--- src/ocp_pkg.sv ---
// Constants, register map and field layout of the overcurrent protection timing block.
// Function
// - Definite time operates once current stays above pickup for the set delay.
// - Delay equals multiplier seconds, zero to 600.00 s in 10 ms steps.
// - Timed reset from full accumulator lasts the multiplier value in seconds.
// - Phase time element picks one of four signal sources.
// - Phase time element uses phasor or RMS magnitude per input setting.
// - Pickup setting spans 0 to 30.000 pu in 0.001 pu steps.
// - Time multiplier spans 0.00 to 600.00 in 0.01 steps.
// - Reset method is instantaneous or timed, governing accumulator decay.
// - A block input discharges the accumulator per the reset method.
// - Instantaneous reset plus block clears the accumulator on the next clock edge.
// - Voltage restraint scales pickup by a factor from phase-phase voltage.
// - Without voltage restraint the effective pickup equals the setting.
// - Phase instantaneous element uses phasor magnitude, optional definite delay.
// - Neutral time element uses three times zero sequence, phasor or RMS.
// - Neutral instantaneous quantity is 3|I0| minus three sixteenths of |I1|.
// - Neutral element counts follow fitted modules: 4/4, 6/6 or 6/8.
// - Ground element counts follow the same module-dependent pattern.
// - Custom curve store holds forty-one recloser curves.
package ocp_pkg;
   // ----------------------------------------------------------------
   // Timing.
   // ----------------------------------------------------------------
   localparam int CLK_PERIOD_PS = 4000;
   localparam int STEP_MS = 10;
   // Cycles per millisecond come first, so the product stays inside a 32-bit int.
   localparam int STEP_CYC = STEP_MS * (1000000000 / CLK_PERIOD_PS);
   // ----------------------------------------------------------------
   // Setting limits.
   // ----------------------------------------------------------------
   localparam logic [15:0] PICKUP_MAX = 16'd30000;
   localparam logic [15:0] MULT_MAX = 16'd60000;
   localparam logic [15:0] PICKUP_RST = 16'd1000;
   localparam logic [15:0] MULT_RST = 16'd100;
   localparam int NUM_ELEM = 4;
   localparam int NUM_CURVE = 41;
   // Restraint factor is in 1/1024 units, floored at about 0.1.
   localparam logic [10:0] MVR_MIN = 11'h066;
   localparam logic [10:0] MVR_ONE = 11'h400;
   // ----------------------------------------------------------------
   // Element indices.
   // ----------------------------------------------------------------
   localparam int E_PH_TIME = 0;
   localparam int E_PH_INST = 1;
   localparam int E_NT_TIME = 2;
   localparam int E_NT_INST = 3;
   // ----------------------------------------------------------------
   // Register map: element e at e*E_STRIDE.
   // ----------------------------------------------------------------
   localparam logic [7:0] E_STRIDE = 8'h10;
   localparam logic [3:0] OFS_CFG = 4'h0;
   localparam logic [3:0] OFS_PICKUP = 4'h4;
   localparam logic [3:0] OFS_MULT = 4'h8;
   localparam logic [3:0] OFS_ACC = 4'hC;
   localparam logic [7:0] ADDR_STATUS = 8'h40;
   localparam logic [7:0] ADDR_COUNT = 8'h44;
   localparam logic [7:0] ADDR_CURVE_IDX = 8'h48;
   localparam logic [7:0] ADDR_CURVE_DAT = 8'h4C;
   // Configuration fields.
   localparam int CFG_EN = 0;
   localparam int CFG_SRC = 1;
   localparam int CFG_RMS = 3;
   localparam int CFG_TIMED = 4;
   localparam int CFG_VR = 5;
   localparam int CFG_W = 6;
   localparam logic [5:0] CFG_RST = 6'h00;
   localparam logic [1:0] RESP_OKAY = 2'h0;
   localparam logic [1:0] RESP_SLVERR = 2'h2;
   // Element counts for fitted module pairs.
   localparam logic [3:0] CNT_SMALL = 4'h4;
   localparam logic [3:0] CNT_MID = 4'h6;
   localparam logic [3:0] CNT_LARGE = 4'h8;
endpackage

--- src/ocp_top.sv ---
// Overcurrent protection timing: phase and neutral time and instantaneous elements.
`timescale 1ns/10ps
`default_nettype none
module ocp_top #(
   parameter int STEP_CYCLES = ocp_pkg::STEP_CYC
) (
   input wire logic clock,
   input wire logic reset,
   input wire logic clock_en,
   input wire logic [3:0][15:0] src_phase_phasor,
   input wire logic [3:0][15:0] src_phase_rms,
   input wire logic [3:0][15:0] src_zero_phasor,
   input wire logic [3:0][15:0] src_zero_rms,
   input wire logic [3:0][15:0] src_pos_phasor,
   input wire logic [3:0][10:0] src_vpp,
   input wire logic [3:0] block_in,
   input wire logic slot_f_large,
   input wire logic slot_m_large,
   output logic [3:0] pickup_out,
   output logic [3:0] operate_out,
   output logic [3:0] time_elem_count,
   output logic [3:0] inst_elem_count,
   input wire logic [7:0] s_awaddr,
   input wire logic s_awvalid,
   output logic s_awready,
   input wire logic [31:0] s_wdata,
   input wire logic [3:0] s_wstrb,
   input wire logic s_wvalid,
   output logic s_wready,
   output logic [1:0] s_bresp,
   output logic s_bvalid,
   input wire logic s_bready,
   input wire logic [7:0] s_araddr,
   input wire logic s_arvalid,
   output logic s_arready,
   output logic [31:0] s_rdata,
   output logic [1:0] s_rresp,
   output logic s_rvalid,
   input wire logic s_rready
);
   // ----------------------------------------------------------------
   // Helpers.
   // ----------------------------------------------------------------
   // Merges byte lanes of a write into an old word.
   function automatic logic [31:0] merge(input logic [31:0] old, input logic [31:0] nw,
                                         input logic [3:0] strb);
      logic [31:0] r;
      r = old;
      for (int b = 0; b < 4; b++) begin
         if (strb[b]) begin
            r[8*b +: 8] = nw[8*b +: 8];
         end
      end
      return r;
   endfunction

   // Clamps a setting to its upper limit.
   function automatic logic [15:0] clamp(input logic [15:0] v, input logic [15:0] lim);
      return (v > lim) ? lim : v;
   endfunction

   // True for an address that falls in the element register bank.
   function automatic logic is_elem(input logic [7:0] a);
      return a < ocp_pkg::ADDR_STATUS;
   endfunction

   logic [ocp_pkg::CFG_W-1:0] cfg_r [ocp_pkg::NUM_ELEM];
   logic [15:0] pickup_r [ocp_pkg::NUM_ELEM];
   logic [15:0] mult_r [ocp_pkg::NUM_ELEM];
   logic [15:0] acc_r [ocp_pkg::NUM_ELEM];
   logic [15:0] curve_mem [ocp_pkg::NUM_CURVE];
   logic [5:0] curve_idx_r;
   logic [17:0] opq [ocp_pkg::NUM_ELEM];
   logic [15:0] pk_eff [ocp_pkg::NUM_ELEM];
   logic [3:0] over;
   logic [22:0] step_cnt_r;
   logic step_r;

   // ----------------------------------------------------------------
   // Bus slave.
   // ----------------------------------------------------------------
   logic [7:0] waddr_r;
   logic [31:0] wdata_r;
   logic [3:0] wstrb_r;
   logic wr_go;
   logic [1:0] e_w;
   logic [1:0] e_r;
   logic [31:0] rd_nxt;
   logic [1:0] rresp_nxt;

   assign wr_go = !s_awready && !s_wready && !s_bvalid;
   assign e_w = waddr_r[5:4];
   assign e_r = s_araddr[5:4];

   // Address and data are caught independently, in either order.
   always_ff @(posedge clock) begin
      if (reset) begin
         s_awready <= 1'b1;
         s_wready <= 1'b1;
         s_bvalid <= 1'b0;
         s_bresp <= ocp_pkg::RESP_OKAY;
         waddr_r <= 8'h00;
         wdata_r <= 32'h0000_0000;
         wstrb_r <= 4'h0;
      end else if (clock_en) begin
         if (s_awvalid && s_awready) begin
            s_awready <= 1'b0;
            waddr_r <= s_awaddr;
         end
         if (s_wvalid && s_wready) begin
            s_wready <= 1'b0;
            wdata_r <= s_wdata;
            wstrb_r <= s_wstrb;
         end
         if (wr_go) begin
            s_bvalid <= 1'b1;
            s_bresp <= (waddr_r > ocp_pkg::ADDR_CURVE_DAT || waddr_r[1:0] != 2'h0) ?
                       ocp_pkg::RESP_SLVERR : ocp_pkg::RESP_OKAY;
         end
         if (s_bvalid && s_bready) begin
            s_bvalid <= 1'b0;
            s_awready <= 1'b1;
            s_wready <= 1'b1;
         end
      end
   end

   // Setting writes; out-of-range values are clamped rather than refused.
   always_ff @(posedge clock) begin
      if (reset) begin
         for (int e = 0; e < ocp_pkg::NUM_ELEM; e++) begin
            cfg_r[e] <= ocp_pkg::CFG_RST;
            pickup_r[e] <= ocp_pkg::PICKUP_RST;
            mult_r[e] <= ocp_pkg::MULT_RST;
         end
         curve_idx_r <= 6'h00;
      end else if (clock_en && wr_go && is_elem(waddr_r)) begin
         unique case (waddr_r[3:0])
            ocp_pkg::OFS_CFG: begin
               cfg_r[e_w] <= 6'(merge({26'h0, cfg_r[e_w]}, wdata_r, wstrb_r));
            end
            ocp_pkg::OFS_PICKUP: begin
               pickup_r[e_w] <= clamp(16'(merge({16'h0, pickup_r[e_w]}, wdata_r, wstrb_r)),
                                      ocp_pkg::PICKUP_MAX);
            end
            ocp_pkg::OFS_MULT: begin
               mult_r[e_w] <= clamp(16'(merge({16'h0, mult_r[e_w]}, wdata_r, wstrb_r)),
                                    ocp_pkg::MULT_MAX);
            end
            default: begin
            end
         endcase
      end else if (clock_en && wr_go && waddr_r == ocp_pkg::ADDR_CURVE_IDX && wstrb_r[0]) begin
         curve_idx_r <= wdata_r[5:0];
      end
   end

   // Curve store for user recloser shapes; an index past the last curve is ignored.
   always_ff @(posedge clock) begin
      if (clock_en && wr_go && waddr_r == ocp_pkg::ADDR_CURVE_DAT
          && curve_idx_r < 6'(ocp_pkg::NUM_CURVE)) begin
         curve_mem[curve_idx_r] <= 16'(merge({16'h0, curve_mem[curve_idx_r]}, wdata_r,
                                             wstrb_r));
      end
   end

   // Read decode.
   always_comb begin
      rd_nxt = 32'h0000_0000;
      rresp_nxt = ocp_pkg::RESP_OKAY;
      if (s_araddr[1:0] != 2'h0) begin
         rresp_nxt = ocp_pkg::RESP_SLVERR;
      end else if (is_elem(s_araddr)) begin
         unique case (s_araddr[3:0])
            ocp_pkg::OFS_CFG: rd_nxt = {26'h0, cfg_r[e_r]};
            ocp_pkg::OFS_PICKUP: rd_nxt = {16'h0, pickup_r[e_r]};
            ocp_pkg::OFS_MULT: rd_nxt = {16'h0, mult_r[e_r]};
            default: rd_nxt = {16'h0, acc_r[e_r]};
         endcase
      end else if (s_araddr == ocp_pkg::ADDR_STATUS) begin
         rd_nxt = {24'h0, operate_out, pickup_out};
      end else if (s_araddr == ocp_pkg::ADDR_COUNT) begin
         rd_nxt = {24'h0, inst_elem_count, time_elem_count};
      end else if (s_araddr == ocp_pkg::ADDR_CURVE_IDX) begin
         rd_nxt = {26'h0, curve_idx_r};
      end else if (s_araddr == ocp_pkg::ADDR_CURVE_DAT) begin
         rd_nxt = (curve_idx_r < 6'(ocp_pkg::NUM_CURVE)) ? {16'h0, curve_mem[curve_idx_r]}
                                                        : 32'h0000_0000;
      end else begin
         rresp_nxt = ocp_pkg::RESP_SLVERR;
      end
   end

   // Read channel answers one cycle after the address is taken.
   always_ff @(posedge clock) begin
      if (reset) begin
         s_arready <= 1'b1;
         s_rvalid <= 1'b0;
         s_rdata <= 32'h0000_0000;
         s_rresp <= ocp_pkg::RESP_OKAY;
      end else if (clock_en) begin
         if (s_arvalid && s_arready) begin
            s_arready <= 1'b0;
            s_rvalid <= 1'b1;
            s_rdata <= rd_nxt;
            s_rresp <= rresp_nxt;
         end else if (s_rvalid && s_rready) begin
            s_rvalid <= 1'b0;
            s_arready <= 1'b1;
         end
      end
   end

   // ----------------------------------------------------------------
   // Evaluation step of 10 ms: one accumulator count per step.
   // ----------------------------------------------------------------
   always_ff @(posedge clock) begin
      if (reset) begin
         step_cnt_r <= 23'h000000;
         step_r <= 1'b0;
      end else if (clock_en) begin
         step_r <= (step_cnt_r == 23'(STEP_CYCLES - 1));
         step_cnt_r <= (step_cnt_r == 23'(STEP_CYCLES - 1)) ? 23'h000000
                                                            : step_cnt_r + 23'h000001;
      end
   end

   // ----------------------------------------------------------------
   // Operating quantities.
   // ----------------------------------------------------------------
   logic [1:0] sel [ocp_pkg::NUM_ELEM];
   logic [17:0] zero3_nt;
   logic [17:0] zero3_ni;
   logic [17:0] pos3_ni;
   logic [26:0] pk_scaled;
   logic [10:0] mvr;

   always_comb begin
      for (int e = 0; e < ocp_pkg::NUM_ELEM; e++) begin
         sel[e] = cfg_r[e][ocp_pkg::CFG_SRC +: 2];
      end
      opq[ocp_pkg::E_PH_TIME] = {2'h0, cfg_r[0][ocp_pkg::CFG_RMS] ?
                                 src_phase_rms[sel[0]] : src_phase_phasor[sel[0]]};
      opq[ocp_pkg::E_PH_INST] = {2'h0, src_phase_phasor[sel[1]]};
      zero3_nt = 18'(3) * {2'h0, cfg_r[2][ocp_pkg::CFG_RMS] ?
                            src_zero_rms[sel[2]] : src_zero_phasor[sel[2]]};
      opq[ocp_pkg::E_NT_TIME] = zero3_nt;
      // Positive-sequence restraint, floored at zero so a balanced load never operates.
      zero3_ni = 18'(3) * {2'h0, src_zero_phasor[sel[3]]};
      pos3_ni = (18'(3) * {2'h0, src_pos_phasor[sel[3]]}) >> 4;
      opq[ocp_pkg::E_NT_INST] = (zero3_ni > pos3_ni) ? zero3_ni - pos3_ni : 18'h00000;
   end

   // Effective pickup; only the phase time element has voltage restraint.
   always_comb begin
      mvr = src_vpp[sel[0]];
      if (mvr < ocp_pkg::MVR_MIN) begin
         mvr = ocp_pkg::MVR_MIN;
      end else if (mvr > ocp_pkg::MVR_ONE) begin
         mvr = ocp_pkg::MVR_ONE;
      end
      pk_scaled = 27'(pickup_r[0]) * 27'(mvr);
      for (int e = 0; e < ocp_pkg::NUM_ELEM; e++) begin
         pk_eff[e] = pickup_r[e];
      end
      if (cfg_r[0][ocp_pkg::CFG_VR]) begin
         pk_eff[0] = pk_scaled[25:10];
      end
      for (int e = 0; e < ocp_pkg::NUM_ELEM; e++) begin
         over[e] = opq[e] > {2'h0, pk_eff[e]};
      end
   end

   // ----------------------------------------------------------------
   // Element timers.
   // ----------------------------------------------------------------
   // Timed reset walks the accumulator down one step per 10 ms, so a full
   // accumulator takes the multiplier value in seconds to drain.
   always_ff @(posedge clock) begin
      if (reset) begin
         for (int e = 0; e < ocp_pkg::NUM_ELEM; e++) begin
            acc_r[e] <= 16'h0000;
         end
         pickup_out <= 4'h0;
         operate_out <= 4'h0;
      end else if (clock_en) begin
         for (int e = 0; e < ocp_pkg::NUM_ELEM; e++) begin
            pickup_out[e] <= cfg_r[e][ocp_pkg::CFG_EN] && !block_in[e] && over[e];
            operate_out[e] <= cfg_r[e][ocp_pkg::CFG_EN] && !block_in[e] && over[e]
                              && acc_r[e] >= mult_r[e];
            if (!cfg_r[e][ocp_pkg::CFG_EN]) begin
               acc_r[e] <= 16'h0000;
            end else if (block_in[e] || !over[e]) begin
               if (!cfg_r[e][ocp_pkg::CFG_TIMED]) begin
                  acc_r[e] <= 16'h0000;
               end else if (step_r && acc_r[e] != 16'h0000) begin
                  acc_r[e] <= acc_r[e] - 16'h0001;
               end
            end else if (step_r && acc_r[e] < mult_r[e]) begin
               acc_r[e] <= acc_r[e] + 16'h0001;
            end
         end
      end
   end

   // Element counts from the fitted module pair, reported for neutral and ground.
   always_ff @(posedge clock) begin
      if (reset) begin
         time_elem_count <= ocp_pkg::CNT_SMALL;
         inst_elem_count <= ocp_pkg::CNT_SMALL;
      end else if (clock_en) begin
         time_elem_count <= (slot_f_large || slot_m_large) ? ocp_pkg::CNT_MID
                                                           : ocp_pkg::CNT_SMALL;
         inst_elem_count <= (slot_f_large && slot_m_large) ? ocp_pkg::CNT_LARGE :
                            (slot_f_large || slot_m_large) ? ocp_pkg::CNT_MID
                                                           : ocp_pkg::CNT_SMALL;
      end
   end
endmodule
`default_nettype wire

--- config.mk ---
export PLATFORM = sky130hd
export DESIGN_NAME = ocp_top
export DESIGN_NICKNAME = d
export VERILOG_FILES = /design/src/ocp_pkg.sv /design/src/ocp_top.sv
export SDC_FILE = /design/constraint.sdc
export NUM_CORES = 2
export LEC_CHECK = 0
export BUFFER_PORTS_ARGS = -buffer_cell sky130_fd_sc_hd__buf_2
export CORE_MARGIN = 3
export CORE_UTILIZATION = 61
export DETAILED_ROUTE_END_ITERATION = 7
export GPL_TIMING_DRIVEN = 0
export PLACE_DENSITY_LB_ADDON = 0.2
export SYNTH_ARGS = -nofsm -noshare
export SYNTH_HDL_FRONTEND = slang
export SYNTH_SLANG_ARGS = --single-unit
--- constraint.sdc ---
create_clock -name clock -period 12.6 [get_ports clock]
set_clock_uncertainty 0.2 [all_clocks]
set_input_delay 2.52 -clock clock [delete_from_list [all_inputs] [get_ports clock]]
set_output_delay 2.52 -clock clock [all_outputs]
set_load 0.1 [all_outputs]
==> run summary <==
Max Cap Viol -> 0
Hold EP -> wdata_r[12]$_SDFFE_PP0P_
Synth Register Bits -> 971
Slew Limit Fails -> 0
Final Hold Fails -> 0
Inserted Clock Buffers -> 94
Relative slew slack -> 3.689%
Fmax -> 81.49 MHz
Dominant register cell in the synthesized netlist -> edfxtp_1
Post-Route WL -> 206600 um
Compound-Gate Fraction of Synth Area -> 7.039%
Clock transition at path regs -> 60 ps
Clk Latency, worst-skew pair -> 700 ps
Outcome -> finished with violations
Multi-input gate area -> 27480 um^2
Hpwl dp -> 149700 um
Fin crit share -> 97.40%
Dpl cell area -> 62850 um^2
CTS tree -> yes
Number of synthesized flops with an enable pin -> 872
Vias in the first global route -> 43020
Mapped Cells -> 4446
Worst R2R End -> acc_r[0][10]$_SDFFCE_PN0P_
Initial Util -> 61.75%
Design area -> 66090 um^2
Mean Syn Cell Area -> 13.00 um^2
Input/output buffers -> 445
Fill cells -> 6462
XOR/XNOR Fraction of Synth Area -> 1.485%
Startpoint types -> input port
Reg2Reg Depth -> 37
Simple-gate share of the synthesized area -> 10.28%
CP most frequent cell -> fa_1
H-tree Lvls -> 3
Sequential share of the synthesized area -> 48.73%
Global-route wire length before repair -> 292700 um
Unique masters post-synth -> 89
Overall die width -> 313.8 um
DR vias -> 44050
Worst Max-Slew Pin Slew -> 1425 ps
Crit path capture type -> register
Nets -> 5882
Initial DRT Pass Iterations -> 8
Yosys warns -> 0
RePlAce Congestion -> 1.054
Largest family of logic cells by synthesized area -> multiplexers
Required time worst endpoint -> 12750 ps
R2R Setup Slk -> 800 ps
Routed vias/inst -> 6.869
Reported leakage power -> 24.69 nW
Critical path type -> in -> reg
Syn-to-layout area delta -> 14.32%
DIE HEIGHT -> 313.8 um
CTS Root Cell -> clkbuf_16
Clock Sinks -> 971
CP max stage delay -> 600 ps
Worst vdd ir -> 0.1446 mV
Largest net degree at the start of global routing -> 42
Remaining DRCs -> 55
Register area -> 28170 um^2
Hold/Removal Path Class -> reg -> reg
Violated checks -> DRC
Worst Path Max Fanout -> 12
Synth Area in Adders -> 10.08%
Antenna violations before repair -> 25
Fin cells -> 6413
Remaining global-route overflow -> 0
Hold Startpoint -> wdata_r[12]$_SDFFE_PP0P_
Post-synthesis mux area share -> 18.09%
Tmin final -> 12270 ps
Tot GR Track Use -> 41.58%
Asr flop ratio synth -> 0%
Layout cells sized above 1 -> 24.15%
CTS Buffer Depth -> 3
WP data arrival -> 12430 ps
Routed WL per cell -> 32.21 um
Cells after DPL -> 6219
FF-to-FF Start -> cfg_r[0][2]$_SDFFCE_PN0P_
Antenna-violating nets left -> 0
Final Setup Violations -> 0
Top Ports -> 487
Slowest CP cell -> mux4_2
Hold depth -> 2
RSZ-0062 raised after global routing -> true
Synth Cell Area -> 57810 um^2
Core Region -> 93610 um^2
FP Rows -> 112
Starting DRT DRC Count -> 6055
Die ar. -> 98500 um^2
Power per Cell Area -> 137.1 nW/um^2
layout make-up:
type	instances	share of cell area, %
Sequential cell	971	42.62
Inverter	355	2.016
Buffer	262	1.742
Multi-Input combinational cell	2881	41.58
Clock buffer	123	3.832
Antenna cell	21	0.07952
Clock inverter	49	0.8823
Tap cell	1254	2.374
Timing Repair Buffer	497	4.869
how the worst max path moves through the flow:
stage	startpoint	to
after floorplan	src_vpp[42]	acc_r[0][0]$_SDFFCE_PN0P_
after global placement	src_vpp[34]	acc_r[0][8]$_SDFFCE_PN0P_
after detailed placement	src_vpp[42]	acc_r[0][11]$_SDFFCE_PN0P_
after CTS	src_vpp[42]	acc_r[0][10]$_SDFFCE_PN0P_
after global routing	src_vpp[15]	acc_r[0][10]$_SDFFCE_PN0P_
final	src_vpp[15]	acc_r[0][10]$_SDFFCE_PN0P_
worst max-delay path: cells and delay by family:
family	cells	cell delay [ps]
adder cells (fa/ha/maj)	7	3230
buffers and inverters	7	1150
AO/OA/AOI/OAI	9	2530
AND/OR/NAND/NOR	10	2000
multiplexers	2	730
XOR/XNOR	1	230
kinds of logic after synthesis:
group,Yosys count
other,2
adders and majority gates,390
AOI/OAI and AO/OA,611
muxes,530
DFF,971
buffers and inverters,618
xor gates and xnor gates,98
and+or+nand+nor,1226
cell usage in the layout, fill, tap and decap left out, types with 18 or more instances in the layout:
cell / count
conb_1: 26
xor2_1: 42
mux2_2: 47
o21ai_0: 124
nand2_1: 319
buf_1: 37
a22oi_1: 21
nand4_1: 44
nor2b_1: 45
clkbuf_16: 95
a21oi_1: 137
diode_2: 21
fa_1: 126
dfxtp_1: 99
clkinv_1: 19
o22ai_1: 25
mux2i_1: 76
buf_16: 18
buf_4: 25
buf_8: 32
nand3_1: 86
ha_1: 264
inv_1: 353
nand2b_1: 36
clkbuf_1: 185
and3_1: 52
and2_1: 93
buf_2: 474
nor2_1: 300
o21a_1: 42
a21o_1: 55
nor4_1: 25
nor3_1: 78
nand3b_1: 22
xnor2_1: 56
nor2_2: 40
edfxtp_1: 872
or3_1: 26
mux4_2: 407
sequential cells by signal, summed over array words and instances (netlist names), 2 cells and up, named ones only:
name / flops
step_cnt_r: 23
curve_mem: 656
inst_elem_count: 3
pickup_out: 4
operate_out: 4
acc_r: 64
curve_idx_r: 6
wdata_r: 16
cfg_r: 24
s_rdata: 16
pickup_r: 64
waddr_r: 8
wstrb_r: 2
mult_r: 64
through the flow:
stage	utilization, %	setup TNS (ps)	hold WS (ps)	setup slack, ps	total power [mW]
finish	70.60	0	292.2	328.0	9.059
global route	70.56	-29.34	315.0	-29.34	9.442
CTS	70.51	0	284.8	113.5	8.985
detailed placement	67.14	-50870	277.1	-2025	6.133
global placement	65.91	-48870	260.1	-1970	6.089
floorplan	-	0	236.4	892.8	5.497
Yosys cell counts, types with 23 or more instances:
library cell	number	area, um^2
a21o_1	55	412.9
a21oi_1	139	695.7
and2_1	93	581.8
and3_1	52	325.3
buf_1	37	138.9
buf_2	29	145.1
buf_4	23	172.7
clkbuf_1	169	634.4
dfxtp_1	99	1982
edfxtp_1	872	26190
fa_1	126	2522
ha_1	264	3303
inv_1	353	1325
mux2_2	47	529.3
mux2i_1	76	760.7
mux4_2	407	9166
nand2_1	319	1197
nand2b_1	36	225.2
nand3_1	86	430.4
nand4_1	44	275.3
nor2_1	342	1284
nor2b_1	45	281.5
nor3_1	78	390.4
nor4_1	25	156.4
o21a_1	42	315.3
o21ai_0	137	685.7
o22ai_1	25	156.4
or3_1	26	162.7
xnor2_1	56	490.5
xor2_1	42	367.9
power by group:
| part | switching, mW | total (mW) | internal, mW |
|---|---|---|---|
| clock | 1.29 | 2.91 | 1.62 |
| sequential | 0.0882 | 3.62 | 3.53 |
| combinational | 1.47 | 2.53 | 1.06 |
layer usage:
| layer | up-vias | track usage [%] | part of all wire [%] |
|---|---|---|---|
| met2 | 3497 | 63.20 | 45 |
| met5 | - | 0 | 0.067 |
| li1 | 18040 | - | - |
| met1 | 21730 | 53.27 | 35 |
| met3 | 768 | 15.25 | 15 |
| met4 | 22 | 20.24 | 5.9 |
timing repair:
item,4_1_cts,5_1_grt
setup endpoints to repair,34,33
gates resized for setup,11,14
setup buffers,2,0
hold buffers,0,0
Note: power is estimated with default switching activity, not from simulation.
